===== src/common/uart_ctrl_pkg.sv =====
package uart_ctrl_pkg;

  // register byte offsets on the APB window
  localparam logic [7:0] OFS_CONTROL    = 8'h00;
  localparam logic [7:0] OFS_IRQ_STATUS = 8'h04;
  localparam logic [7:0] OFS_IRQ_MASK   = 8'h08;
  localparam logic [7:0] OFS_DATA       = 8'h0C;

  // serial_port_control field positions
  localparam int CTL_MODE_HI  = 7;
  localparam int CTL_MODE_LO  = 6;
  localparam int CTL_GATE     = 5;
  localparam int CTL_RX_EN    = 4;
  localparam int CTL_TX_NINTH = 3;
  localparam int CTL_RX_NINTH = 2;
  localparam int CTL_TX_DONE  = 1;
  localparam int CTL_RX_DONE  = 0;

  // interrupt status / mask field positions
  localparam int IRQ_RX_BIT = 0;
  localparam int IRQ_TX_BIT = 1;

  // reset values
  localparam logic [7:0] CONTROL_RESET = 8'h00;
  localparam logic [1:0] IRQ_RESET     = 2'h0;
  localparam logic [7:0] DATA_RESET    = 8'h00;

  // operating modes from the two mode-select bits
  localparam logic [1:0] MODE_SHIFT     = 2'h0;
  localparam logic [1:0] MODE_UART8     = 2'h1;
  localparam logic [1:0] MODE_UART9_FIX = 2'h2;
  localparam logic [1:0] MODE_UART9_VAR = 2'h3;

  // mode 0 fixed divider: system cycles per half shift-clock period
  localparam logic [1:0] M0_HALF_DIV4 = 2'h2;
  localparam logic [1:0] M0_HALF_DIV2 = 2'h1;

  // last index of the eight data bits
  localparam logic [2:0] LAST_DATA_BIT = 3'h7;

  typedef struct packed {
    logic [7:0] data;
    logic       ninth;
    logic       stop_ok;
  } rx_frame_s;

endpackage : uart_ctrl_pkg


===== src/rtl/frame_receiver.sv =====
`timescale 1ns/10ps
`default_nettype none

module frame_receiver
  import uart_ctrl_pkg::*;
(
  input  wire logic      clk_in,
  input  wire logic      rst_b_in,
  input  wire logic      enable_in,
  input  wire logic      nine_bit_in,
  input  wire logic      tick_in,
  input  wire logic      rxd_in,
  output var  logic      done_out,
  output var  rx_frame_s frame_out
);

  typedef enum logic [1:0] {RX_IDLE, RX_DATA, RX_NINTH, RX_STOP} rx_state_e;

  rx_state_e  state_ff;
  rx_state_e  nxt_state;
  logic [2:0] cnt_ff;
  logic [2:0] nxt_cnt;
  logic       done_ff;
  logic       nxt_done;
  rx_frame_s  frame_ff;
  rx_frame_s  nxt_frame;

  assign done_out  = done_ff;
  assign frame_out = frame_ff;

  always_comb begin
    nxt_state = state_ff;
    nxt_cnt   = cnt_ff;
    nxt_done  = 1'b0;
    nxt_frame = frame_ff;
    if (!enable_in) begin
      nxt_state = RX_IDLE;
    end else if (tick_in) begin
      case (state_ff)
        RX_IDLE: begin
          if (!rxd_in) begin
            nxt_state = RX_DATA;
            nxt_cnt   = 3'h0;
          end
        end
        RX_DATA: begin
          nxt_frame.data = {rxd_in, frame_ff.data[7:1]};
          nxt_cnt        = cnt_ff + 3'h1;
          if (cnt_ff == LAST_DATA_BIT) begin
            nxt_state = nine_bit_in ? RX_NINTH : RX_STOP;
          end
        end
        RX_NINTH: begin
          nxt_frame.ninth = rxd_in;
          nxt_state       = RX_STOP;
        end
        RX_STOP: begin
          nxt_frame.stop_ok = rxd_in;
          nxt_done          = 1'b1;
          nxt_state         = RX_IDLE;
        end
        default: nxt_state = RX_IDLE;
      endcase
    end
  end

  always_ff @(posedge clk_in or negedge rst_b_in) begin
    if (!rst_b_in) begin
      state_ff <= RX_IDLE;
      cnt_ff   <= 3'h0;
      done_ff  <= 1'b0;
      frame_ff <= '0;
    end else begin
      state_ff <= nxt_state;
      cnt_ff   <= nxt_cnt;
      done_ff  <= nxt_done;
      frame_ff <= nxt_frame;
    end
  end

endmodule : frame_receiver

`default_nettype wire


===== src/rtl/uart_control_multiprocessor.sv =====
`timescale 1ns/10ps
`default_nettype none

// Functional notes
// - mode bits: 0 shift, 1 8-bit, 2/3 9-bit
// - modes 2/3 receive nine data bits, stop
// - modes 2/3 ninth bit lands in control field CTL_RX_NINTH
// - modes 2/3 gate set: flag only when ninth bit one
// - gate set: flag also needs address match
// - mode 1 gate: needs valid stop and match
// - mode 1 gate clear: stop bit stored
// - mode 0 clock idles at inverted gate
// - receiver runs only while enable set
// - mode 0 transmit-ninth selects timer overflow clock
module uart_control_multiprocessor
  import uart_ctrl_pkg::*;
(
  input  wire logic        clk_in,
  input  wire logic        rst_b_in,
  input  wire logic        psel_in,
  input  wire logic        penable_in,
  input  wire logic        pwrite_in,
  input  wire logic [7:0]  paddr_in,
  input  wire logic [31:0] pwdata_in,
  output var  logic [31:0] prdata_out,
  output var  logic        pready_out,
  output var  logic        pslverr_out,
  input  wire logic        bit_tick_in,
  input  wire logic        timer1_ovf_in,
  input  wire logic        baud_doubler_in,
  input  wire logic        addr_match_in,
  input  wire logic        rxd_in,
  output var  logic        rxd_out,
  output var  logic        rxd_oe_out,
  output var  logic        txd_out,
  output var  logic        irq_out
);

  typedef enum logic [2:0] {TX_IDLE, TX_PEND, TX_START, TX_DATA, TX_NINTH, TX_STOP} tx_state_e;
  typedef enum logic [1:0] {M0_IDLE, M0_ACTIVE, M0_REST} m0_state_e;

  ////////////////////////////////////////////////////////////////////////////////
  // state

  logic [7:0]  control_ff;
  logic [7:0]  nxt_control;
  logic [1:0]  status_ff;
  logic [1:0]  nxt_status;
  logic [1:0]  mask_ff;
  logic [1:0]  nxt_mask;
  logic [7:0]  rx_buf_ff;
  logic [7:0]  nxt_rx_buf;
  logic [31:0] prdata_ff;
  logic [31:0] nxt_prdata;
  logic        pready_ff;
  logic        pslverr_ff;
  logic        nxt_pslverr;
  logic        irq_ff;
  logic        txd_ff;
  logic        nxt_txd;
  logic        rxd_out_ff;
  logic        nxt_rxd_out;
  logic        rxd_oe_ff;
  logic        nxt_rxd_oe;

  tx_state_e   tx_state_ff;
  tx_state_e   nxt_tx_state;
  logic [7:0]  tx_shift_ff;
  logic [7:0]  nxt_tx_shift;
  logic [2:0]  tx_cnt_ff;
  logic [2:0]  nxt_tx_cnt;

  m0_state_e   m0_state_ff;
  m0_state_e   nxt_m0_state;
  logic [7:0]  m0_shift_ff;
  logic [7:0]  nxt_m0_shift;
  logic [2:0]  m0_cnt_ff;
  logic [2:0]  nxt_m0_cnt;
  logic        m0_rx_ff;
  logic        nxt_m0_rx;
  logic [1:0]  m0_div_ff;
  logic [1:0]  nxt_m0_div;

  logic        rx_done;
  rx_frame_s   rx_frame;

  ////////////////////////////////////////////////////////////////////////////////
  // control field decode

  wire [1:0] mode     = {control_ff[CTL_MODE_HI], control_ff[CTL_MODE_LO]};
  wire       gate     = control_ff[CTL_GATE];
  wire       rx_en    = control_ff[CTL_RX_EN];
  wire       tx_ninth = control_ff[CTL_TX_NINTH];
  wire       shift_md = (mode == MODE_SHIFT);
  wire       nine_md  = (mode == MODE_UART9_FIX) || (mode == MODE_UART9_VAR);
  wire       byte_md  = (mode == MODE_UART8);

  ////////////////////////////////////////////////////////////////////////////////
  // APB decode

  wire       setup      = psel_in && !penable_in;
  wire       access     = psel_in && penable_in && pready_ff;
  wire       wr         = access && pwrite_in;
  wire       hit_ctl    = (paddr_in == OFS_CONTROL);
  wire       hit_sts    = (paddr_in == OFS_IRQ_STATUS);
  wire       hit_mask   = (paddr_in == OFS_IRQ_MASK);
  wire       hit_data   = (paddr_in == OFS_DATA);
  wire       hit_any    = hit_ctl || hit_sts || hit_mask || hit_data;
  wire       wr_ctl     = wr && hit_ctl;
  wire       wr_sts     = wr && hit_sts;
  wire       wr_mask    = wr && hit_mask;
  wire       wr_data    = wr && hit_data;

  wire [7:0] ctl_view   = {control_ff[7:2], status_ff[IRQ_TX_BIT], status_ff[IRQ_RX_BIT]};
  wire [7:0] rd_byte    = hit_ctl  ? ctl_view :
                          hit_sts  ? {6'h00, status_ff} :
                          hit_mask ? {6'h00, mask_ff} :
                          hit_data ? rx_buf_ff : 8'h00;

  ////////////////////////////////////////////////////////////////////////////////
  // receive acceptance for the framed modes

  // the address compare lives outside; it must be valid when the frame ends
  wire       addr_hit   = addr_match_in;
  wire       acc_nine   = !gate || (rx_frame.ninth && addr_hit);
  wire       acc_byte   = !gate || (rx_frame.stop_ok && addr_hit);
  wire       async_ok   = nine_md ? acc_nine : acc_byte;
  wire       async_rx   = rx_done && !shift_md && async_ok;

  ////////////////////////////////////////////////////////////////////////////////
  // mode 0 shift engine timing

  wire [1:0] m0_half    = baud_doubler_in ? M0_HALF_DIV2 : M0_HALF_DIV4;
  wire       div_wrap   = (m0_div_ff == (m0_half - 2'h1));
  // timer overflow replaces the fixed divider when the transmit-ninth bit is set
  wire       m0_tick    = tx_ninth ? timer1_ovf_in : div_wrap;
  wire       m0_busy    = (m0_state_ff != M0_IDLE);
  wire       m0_last    = (m0_cnt_ff == LAST_DATA_BIT);
  wire       m0_end     = (m0_state_ff == M0_REST) && m0_tick && m0_last;
  wire       m0_tx_done = m0_end && !m0_rx_ff;
  wire       m0_rx_done = m0_end && m0_rx_ff;
  // reception in mode 0 starts once enabled and the previous byte was taken
  wire       m0_rx_go   = shift_md && !m0_busy && rx_en && !status_ff[IRQ_RX_BIT] &&
                          !wr_data;
  wire       m0_tx_go   = shift_md && !m0_busy && wr_data;

  ////////////////////////////////////////////////////////////////////////////////
  // framed transmitter

  wire       tx_busy    = (tx_state_ff != TX_IDLE);
  wire       tx_go      = !shift_md && !tx_busy && wr_data;
  // the done flag rises as the stop bit begins
  wire       tx_at_stop = bit_tick_in && (nxt_tx_state == TX_STOP) &&
                          (tx_state_ff != TX_STOP);

  always_comb begin
    nxt_tx_state = tx_state_ff;
    nxt_tx_shift = tx_shift_ff;
    nxt_tx_cnt   = tx_cnt_ff;
    if (tx_go) begin
      nxt_tx_state = TX_PEND;
      nxt_tx_shift = pwdata_in[7:0];
    end else if (shift_md) begin
      nxt_tx_state = TX_IDLE;
    end else if (bit_tick_in) begin
      case (tx_state_ff)
        TX_IDLE:  nxt_tx_state = TX_IDLE;
        TX_PEND:  nxt_tx_state = TX_START;
        TX_START: begin
          nxt_tx_state = TX_DATA;
          nxt_tx_cnt   = 3'h0;
        end
        TX_DATA: begin
          if (tx_cnt_ff == LAST_DATA_BIT) begin
            nxt_tx_state = nine_md ? TX_NINTH : TX_STOP;
          end else begin
            nxt_tx_cnt   = tx_cnt_ff + 3'h1;
            nxt_tx_shift = {1'b0, tx_shift_ff[7:1]};
          end
        end
        TX_NINTH: nxt_tx_state = TX_STOP;
        TX_STOP:  nxt_tx_state = TX_IDLE;
        default:  nxt_tx_state = TX_IDLE;
      endcase
    end
  end

  ////////////////////////////////////////////////////////////////////////////////
  // mode 0 engine

  always_comb begin
    nxt_m0_state = m0_state_ff;
    nxt_m0_shift = m0_shift_ff;
    nxt_m0_cnt   = m0_cnt_ff;
    nxt_m0_rx    = m0_rx_ff;
    nxt_m0_div   = (m0_busy && !div_wrap) ? (m0_div_ff + 2'h1) : 2'h0;
    if (!shift_md) begin
      nxt_m0_state = M0_IDLE;
    end else if (m0_tx_go || m0_rx_go) begin
      nxt_m0_state = M0_ACTIVE;
      nxt_m0_shift = m0_tx_go ? pwdata_in[7:0] : 8'h00;
      nxt_m0_cnt   = 3'h0;
      nxt_m0_rx    = m0_rx_go;
    end else if (m0_tick) begin
      case (m0_state_ff)
        M0_IDLE:   nxt_m0_state = M0_IDLE;
        M0_ACTIVE: begin
          nxt_m0_state = M0_REST;
          if (m0_rx_ff) begin
            nxt_m0_shift = {rxd_in, m0_shift_ff[7:1]};
          end
        end
        M0_REST: begin
          if (m0_last) begin
            nxt_m0_state = M0_IDLE;
          end else begin
            nxt_m0_state = M0_ACTIVE;
            nxt_m0_cnt   = m0_cnt_ff + 3'h1;
            if (!m0_rx_ff) begin
              nxt_m0_shift = {1'b0, m0_shift_ff[7:1]};
            end
          end
        end
        default: nxt_m0_state = M0_IDLE;
      endcase
    end
    // clearing the enable abandons a mode 0 reception in progress
    if (m0_rx_ff && !rx_en && m0_busy) begin
      nxt_m0_state = M0_IDLE;
    end
  end

  ////////////////////////////////////////////////////////////////////////////////
  // pin outputs

  always_comb begin
    nxt_rxd_out = 1'b1;
    nxt_rxd_oe  = 1'b0;
    if (shift_md) begin
      // the clock sits at the inverse of the gate bit whenever it is not pulsing
      nxt_txd = (nxt_m0_state == M0_ACTIVE) ? gate : !gate;
      if (m0_busy && !nxt_m0_rx && (nxt_m0_state != M0_IDLE)) begin
        nxt_rxd_out = nxt_m0_shift[0];
        nxt_rxd_oe  = 1'b1;
      end
    end else begin
      case (nxt_tx_state)
        TX_START: nxt_txd = 1'b0;
        TX_DATA:  nxt_txd = nxt_tx_shift[0];
        TX_NINTH: nxt_txd = tx_ninth;
        default:  nxt_txd = 1'b1;
      endcase
    end
  end

  ////////////////////////////////////////////////////////////////////////////////
  // registers, flags and bus answer

  wire       rx_set  = async_rx || m0_rx_done;
  wire       tx_set  = tx_at_stop || m0_tx_done;
  wire [1:0] w1c     = wr_sts ? pwdata_in[1:0] : 2'h0;
  wire [1:0] ev_set  = {tx_set, rx_set};

  always_comb begin
    // a hardware set in the same cycle as a clear wins
    nxt_status = ev_set | (status_ff & ~w1c);
    nxt_mask   = wr_mask ? pwdata_in[1:0] : mask_ff;
    nxt_control = control_ff;
    if (wr_ctl) begin
      nxt_control[7:3] = pwdata_in[7:3];
    end
    if (rx_done && nine_md) begin
      nxt_control[CTL_RX_NINTH] = rx_frame.ninth;
    end else if (rx_done && byte_md && !gate) begin
      nxt_control[CTL_RX_NINTH] = rx_frame.stop_ok;
    end
    nxt_control[1:0] = 2'h0;
    nxt_rx_buf  = async_rx ? rx_frame.data : m0_rx_done ? m0_shift_ff : rx_buf_ff;
    nxt_prdata  = (setup && !pwrite_in) ? {24'h000000, rd_byte} : 32'h00000000;
    nxt_pslverr = setup && !hit_any;
  end

  always_ff @(posedge clk_in or negedge rst_b_in) begin
    if (!rst_b_in) begin
      control_ff  <= CONTROL_RESET;
      status_ff   <= IRQ_RESET;
      mask_ff     <= IRQ_RESET;
      rx_buf_ff   <= DATA_RESET;
      prdata_ff   <= 32'h00000000;
      pready_ff   <= 1'b0;
      pslverr_ff  <= 1'b0;
      irq_ff      <= 1'b0;
    end else begin
      control_ff  <= nxt_control;
      status_ff   <= nxt_status;
      mask_ff     <= nxt_mask;
      rx_buf_ff   <= nxt_rx_buf;
      prdata_ff   <= nxt_prdata;
      pready_ff   <= setup;
      pslverr_ff  <= nxt_pslverr;
      irq_ff      <= |(nxt_status & nxt_mask);
    end
  end

  always_ff @(posedge clk_in or negedge rst_b_in) begin
    if (!rst_b_in) begin
      tx_state_ff <= TX_IDLE;
      tx_shift_ff <= 8'h00;
      tx_cnt_ff   <= 3'h0;
      m0_state_ff <= M0_IDLE;
      m0_shift_ff <= 8'h00;
      m0_cnt_ff   <= 3'h0;
      m0_rx_ff    <= 1'b0;
      m0_div_ff   <= 2'h0;
    end else begin
      tx_state_ff <= nxt_tx_state;
      tx_shift_ff <= nxt_tx_shift;
      tx_cnt_ff   <= nxt_tx_cnt;
      m0_state_ff <= nxt_m0_state;
      m0_shift_ff <= nxt_m0_shift;
      m0_cnt_ff   <= nxt_m0_cnt;
      m0_rx_ff    <= nxt_m0_rx;
      m0_div_ff   <= nxt_m0_div;
    end
  end

  // reset leaves mode 0 selected with the gate clear, so the clock idles high
  always_ff @(posedge clk_in or negedge rst_b_in) begin
    if (!rst_b_in) begin
      txd_ff     <= 1'b1;
      rxd_out_ff <= 1'b1;
      rxd_oe_ff  <= 1'b0;
    end else begin
      txd_ff     <= nxt_txd;
      rxd_out_ff <= nxt_rxd_out;
      rxd_oe_ff  <= nxt_rxd_oe;
    end
  end

  ////////////////////////////////////////////////////////////////////////////////
  // framed receiver

  frame_receiver i_frame_receiver (
    .clk_in      (clk_in),
    .rst_b_in    (rst_b_in),
    .enable_in   (rx_en && !shift_md),
    .nine_bit_in (nine_md),
    .tick_in     (bit_tick_in),
    .rxd_in      (rxd_in),
    .done_out    (rx_done),
    .frame_out   (rx_frame)
  );

  assign prdata_out  = prdata_ff;
  assign pready_out  = pready_ff;
  assign pslverr_out = pslverr_ff;
  assign irq_out     = irq_ff;
  assign txd_out     = txd_ff;
  assign rxd_out     = rxd_out_ff;
  assign rxd_oe_out  = rxd_oe_ff;

endmodule : uart_control_multiprocessor

`default_nettype wire


===== config.mk =====
export PLATFORM = sky130hd
export DESIGN_NAME = uart_control_multiprocessor
export DESIGN_NICKNAME = d
export VERILOG_FILES = /design/src/common/uart_ctrl_pkg.sv /design/src/rtl/frame_receiver.sv /design/src/rtl/uart_control_multiprocessor.sv
export SDC_FILE = /design/constraint.sdc
export NUM_CORES = 1
export LEC_CHECK = 0
export BUFFER_PORTS_ARGS = -buffer_cell sky130_fd_sc_hd__buf_4
export CAP_MARGIN = 10
export CORE_UTILIZATION = 45
export CTS_CLUSTER_DIAMETER = 80
export CTS_CLUSTER_SIZE = 20
export DETAILED_ROUTE_END_ITERATION = 8
export PLACE_DENSITY = 0.65
export SLEW_MARGIN = 10
export SYNTH_ARGS = -nofsm -noshare
export SYNTH_HDL_FRONTEND = slang
export SYNTH_SLANG_ARGS = --single-unit
export TNS_END_PERCENT = 20

===== constraint.sdc =====
create_clock -name clk_in -period 3.05 [get_ports clk_in]
set_clock_uncertainty 0.1 [all_clocks]
set_input_delay 0.4575 -clock clk_in [delete_from_list [all_inputs] [get_ports clk_in]]
set_output_delay 0.4575 -clock clk_in [all_outputs]
set_load 0.01 [all_outputs]

==> results.md <==
- Status: finished clean
- Num rows: 34
- Critical-path cell list: ha_1, ha_1, nand2b_1, o31ai_1, o311ai_0, a2111oi_0, a211oi_1
- Hold Violations, Final: 0
- N_diodes: 0
- Layout cells sized above 1: 24.3%
- Hpwl dp: 6050 µm
- Drt drc: 0
- Worst min path class: input port to asynchronous set/reset pin
- Post-synth ARST share: 100%
- Post-synth top cells: dfrtp_1 (76), nor2_1 (28), mux2_2 (27), buf_4 (24), nand2_1 (23)
- Clock sink count: 78
- H-tree Lvls: 3
- Synthesized instance count: 374
- Post-CTS Hold Buffers: 0
- I/O pins: 88
- Inserted Clock Buffers: 9
- Worst-Margin Slew: 0.966 ns
- Antenna viol nets, final: 0
- FMAX: 0.414 GHz
- Top FF cell, synth: dfrtp_1
- RePlAce Congestion: 0.839
- DR vias/cell: 5.54
- GRT Overall Usage: 18.6%
- Die H: 97.1 µm
- Initial Utilization: 46.6%
- Layout Nets: 477
- Crit path max-delay cell type: a2111oi_0
- Top-count cell post-synth: dfrtp_1
- Root Driver: clkbuf_8
- Setup Fix Bufs, Post-CTS: 0
- Synth top area share: 46.8%
- Slowest Stage Delay on Critical Path: 0.52 ns
- Period utilization: 79.2%
- Clock buffer depth: 2
- Setup Viol. Count Final: 0
- Layout area overhead: 12.6%
- Initial antenna violation count: 0
- Place WS: 0.360 ns
- Input/output buffers: 39
- TritonRoute pass-1 iters: 5
- Worst-path clk slew: 0.08 ns
- Synth top area cells: dfrtp_1 (47%), mux2_2 (7.5%), mux2i_1 (5.2%)
- Worst-path maximum fanout: 10
- Worst setup SP type: flip-flop
- Tmin final: 2.41 ns
- Worst-skew pair later-pin latency: 0.36 ns
- Post-CTS sizing: 0
- Seq cells post-synth: 78
- Critical setup path kind: flip-flop to flip-flop
- Post-DR wirelength/cell: 15.9 µm
- Max_cap viols: 0
- Total power: 2.19 mW
- Setup TNS: 0 ns
- Vias in the first global route: 2678
- Pin count of the biggest net entering global routing: 79
- Unique masters post-synth: 56
- Worst vdd ir: 0.281 mV
- Initial DRC Count: 128
- Leak: 2.14 nW
- Min Hold Slack: 0.160 ns
- Vias after detailed routing: 2917
- Cell repeated most along the worst path: ha_1
- Post-route non-filler standard cell count: 527
- Post-Syn Area: 0.00407 mm²
- Total die area: 0.00942 mm²
- Pwr Density: 479 mW/mm²
- Cell taking the most area after synthesis: dfrtp_1
- Width of the die: 97.1 µm
- Critical path arrival: 2.57 ns
- Yosys warnings: 0
- Worst Setup End Kind: flip-flop
- Placed cells: 511
- Final worst setup slack: 0.636 ns
- WP data required: 3.21 ns
- Wirelength, routed: 8380 µm
- Core area: 0.00872 mm²
- Slew Limit Fails: 0
- GRT overflow: 0
- Slew Limit Headroom: 35.6%
- CTS tree: built
- RSZ-0062 raised after global routing: false
- First-pass GRT wire length: 13600 µm
- Mapped Avg Cell Area: 10.9 µm²
- Register area share after synthesis: 48.1%
- Post-synth EDFFs: 0
## power by group
part           switching (mW)  internal [mW]
Clock                   0.391          0.382
Combinational           0.161          0.132
Sequential             0.0490           1.08
## state kept, by name, indices dropped and copies added (netlist names), 2 cells and up
name	count
m0_div_ff	2
rx_buf_ff	8
m0_state_ff	2
i_frame_receiver.state_ff	2
i_frame_receiver.cnt_ff	3
i_frame_receiver.frame_out	10
status_ff	2
m0_cnt_ff	3
mask_ff	2
prdata_out	8
m0_shift_ff	8
tx_cnt_ff	3
tx_state_ff	3
tx_shift_ff	8
control_ff	6
## path summary, 6_finish.rpt
check	startpoint	to	slack [ns]	cells after the start
worst max-delay path	tx_cnt_ff[0]	txd_out	0.64	7
worst min-delay path	rst_b_in	prdata_out[2]	0.16	1
worst max register to register	tx_cnt_ff[0]	txd_out	0.64	7
worst min register to register	i_frame_receiver.frame_out[9]	rx_buf_ff[7]	0.41	2
max in group asynchronous	rst_b_in	tx_state_ff[2]	2.07	1
min in group clk_in	penable_in	pready_out	0.18	2
## cell families after synthesis
family	share of synthesized area, %
xor+xnor	0.431
other cells	0.0922
compound gates	15.7
fa+ha+maj	4.00
simple gates	12.3
mux	12.6
buf+inv	6.83
flops	48.1
## placed cells by master (no fill, tap or decap), drive strengths merged, types with 2 or more instances in the layout
cell type / instances
nand4: 3
dfrtp: 76
o21ai: 19
a2111oi: 2
a32o: 6
dfstp: 2
o31ai: 4
or2: 2
ha: 13
a22oi: 9
a22o: 9
nand2b: 5
inv: 10
nor2: 28
a31o: 2
conb: 24
and3: 6
a21oi: 13
a21o: 2
o211ai: 2
a211oi: 6
buf: 45
clkinvlp: 3
nor3: 8
mux2: 27
and2: 2
nor2b: 5
nand3b: 4
nand2: 23
nand3: 5
mux2i: 21
clkbuf: 10
## per-layer routing
| layer | part of all wire [%] | vias to the layer above | track usage [%] |
|---|---|---|---|
| met2 | 48 | 77 | 29.6 |
| met1 | 46 | 1426 | 25.9 |
| met4 | 1.0 | 0 | 5.17 |
| li1 | - | 1405 | - |
| met3 | 4.4 | 9 | 3.53 |
| met5 | 0 | - | 0 |
## worst max-delay path: cells and delay by family, from the launching register on
kind,cells,cell delay [ns]
AND/OR/NAND/NOR,1,0.22
adder cells (fa/ha/maj),2,0.51
AO/OA/AOI/OAI,4,1.08
flip-flops,1,0.42
## cell type report
| type | instances | area (µm²) |
|---|---|---|
| clock buffer | 10 | 128 |
| clock inverter | 6 | 70.1 |
| fill | 777 | 4140 |
| inverter | 9 | 33.8 |
| multi-input combinational | 271 | 1920 |
| sequential | 78 | 1950 |
| tap | 108 | 135 |
| timing repair buffer | 45 | 338 |
## per-stage QoR
step                      util [%]  instance area (µm²)
after floorplan                  -                 4150
after global placement        50.2                 4380
after detailed placement      50.2                 4380
after CTS                     52.5                 4580
after global routing          52.5                 4580
final                         52.5                 4580
Note: power is estimated with default switching activity, not from simulation.
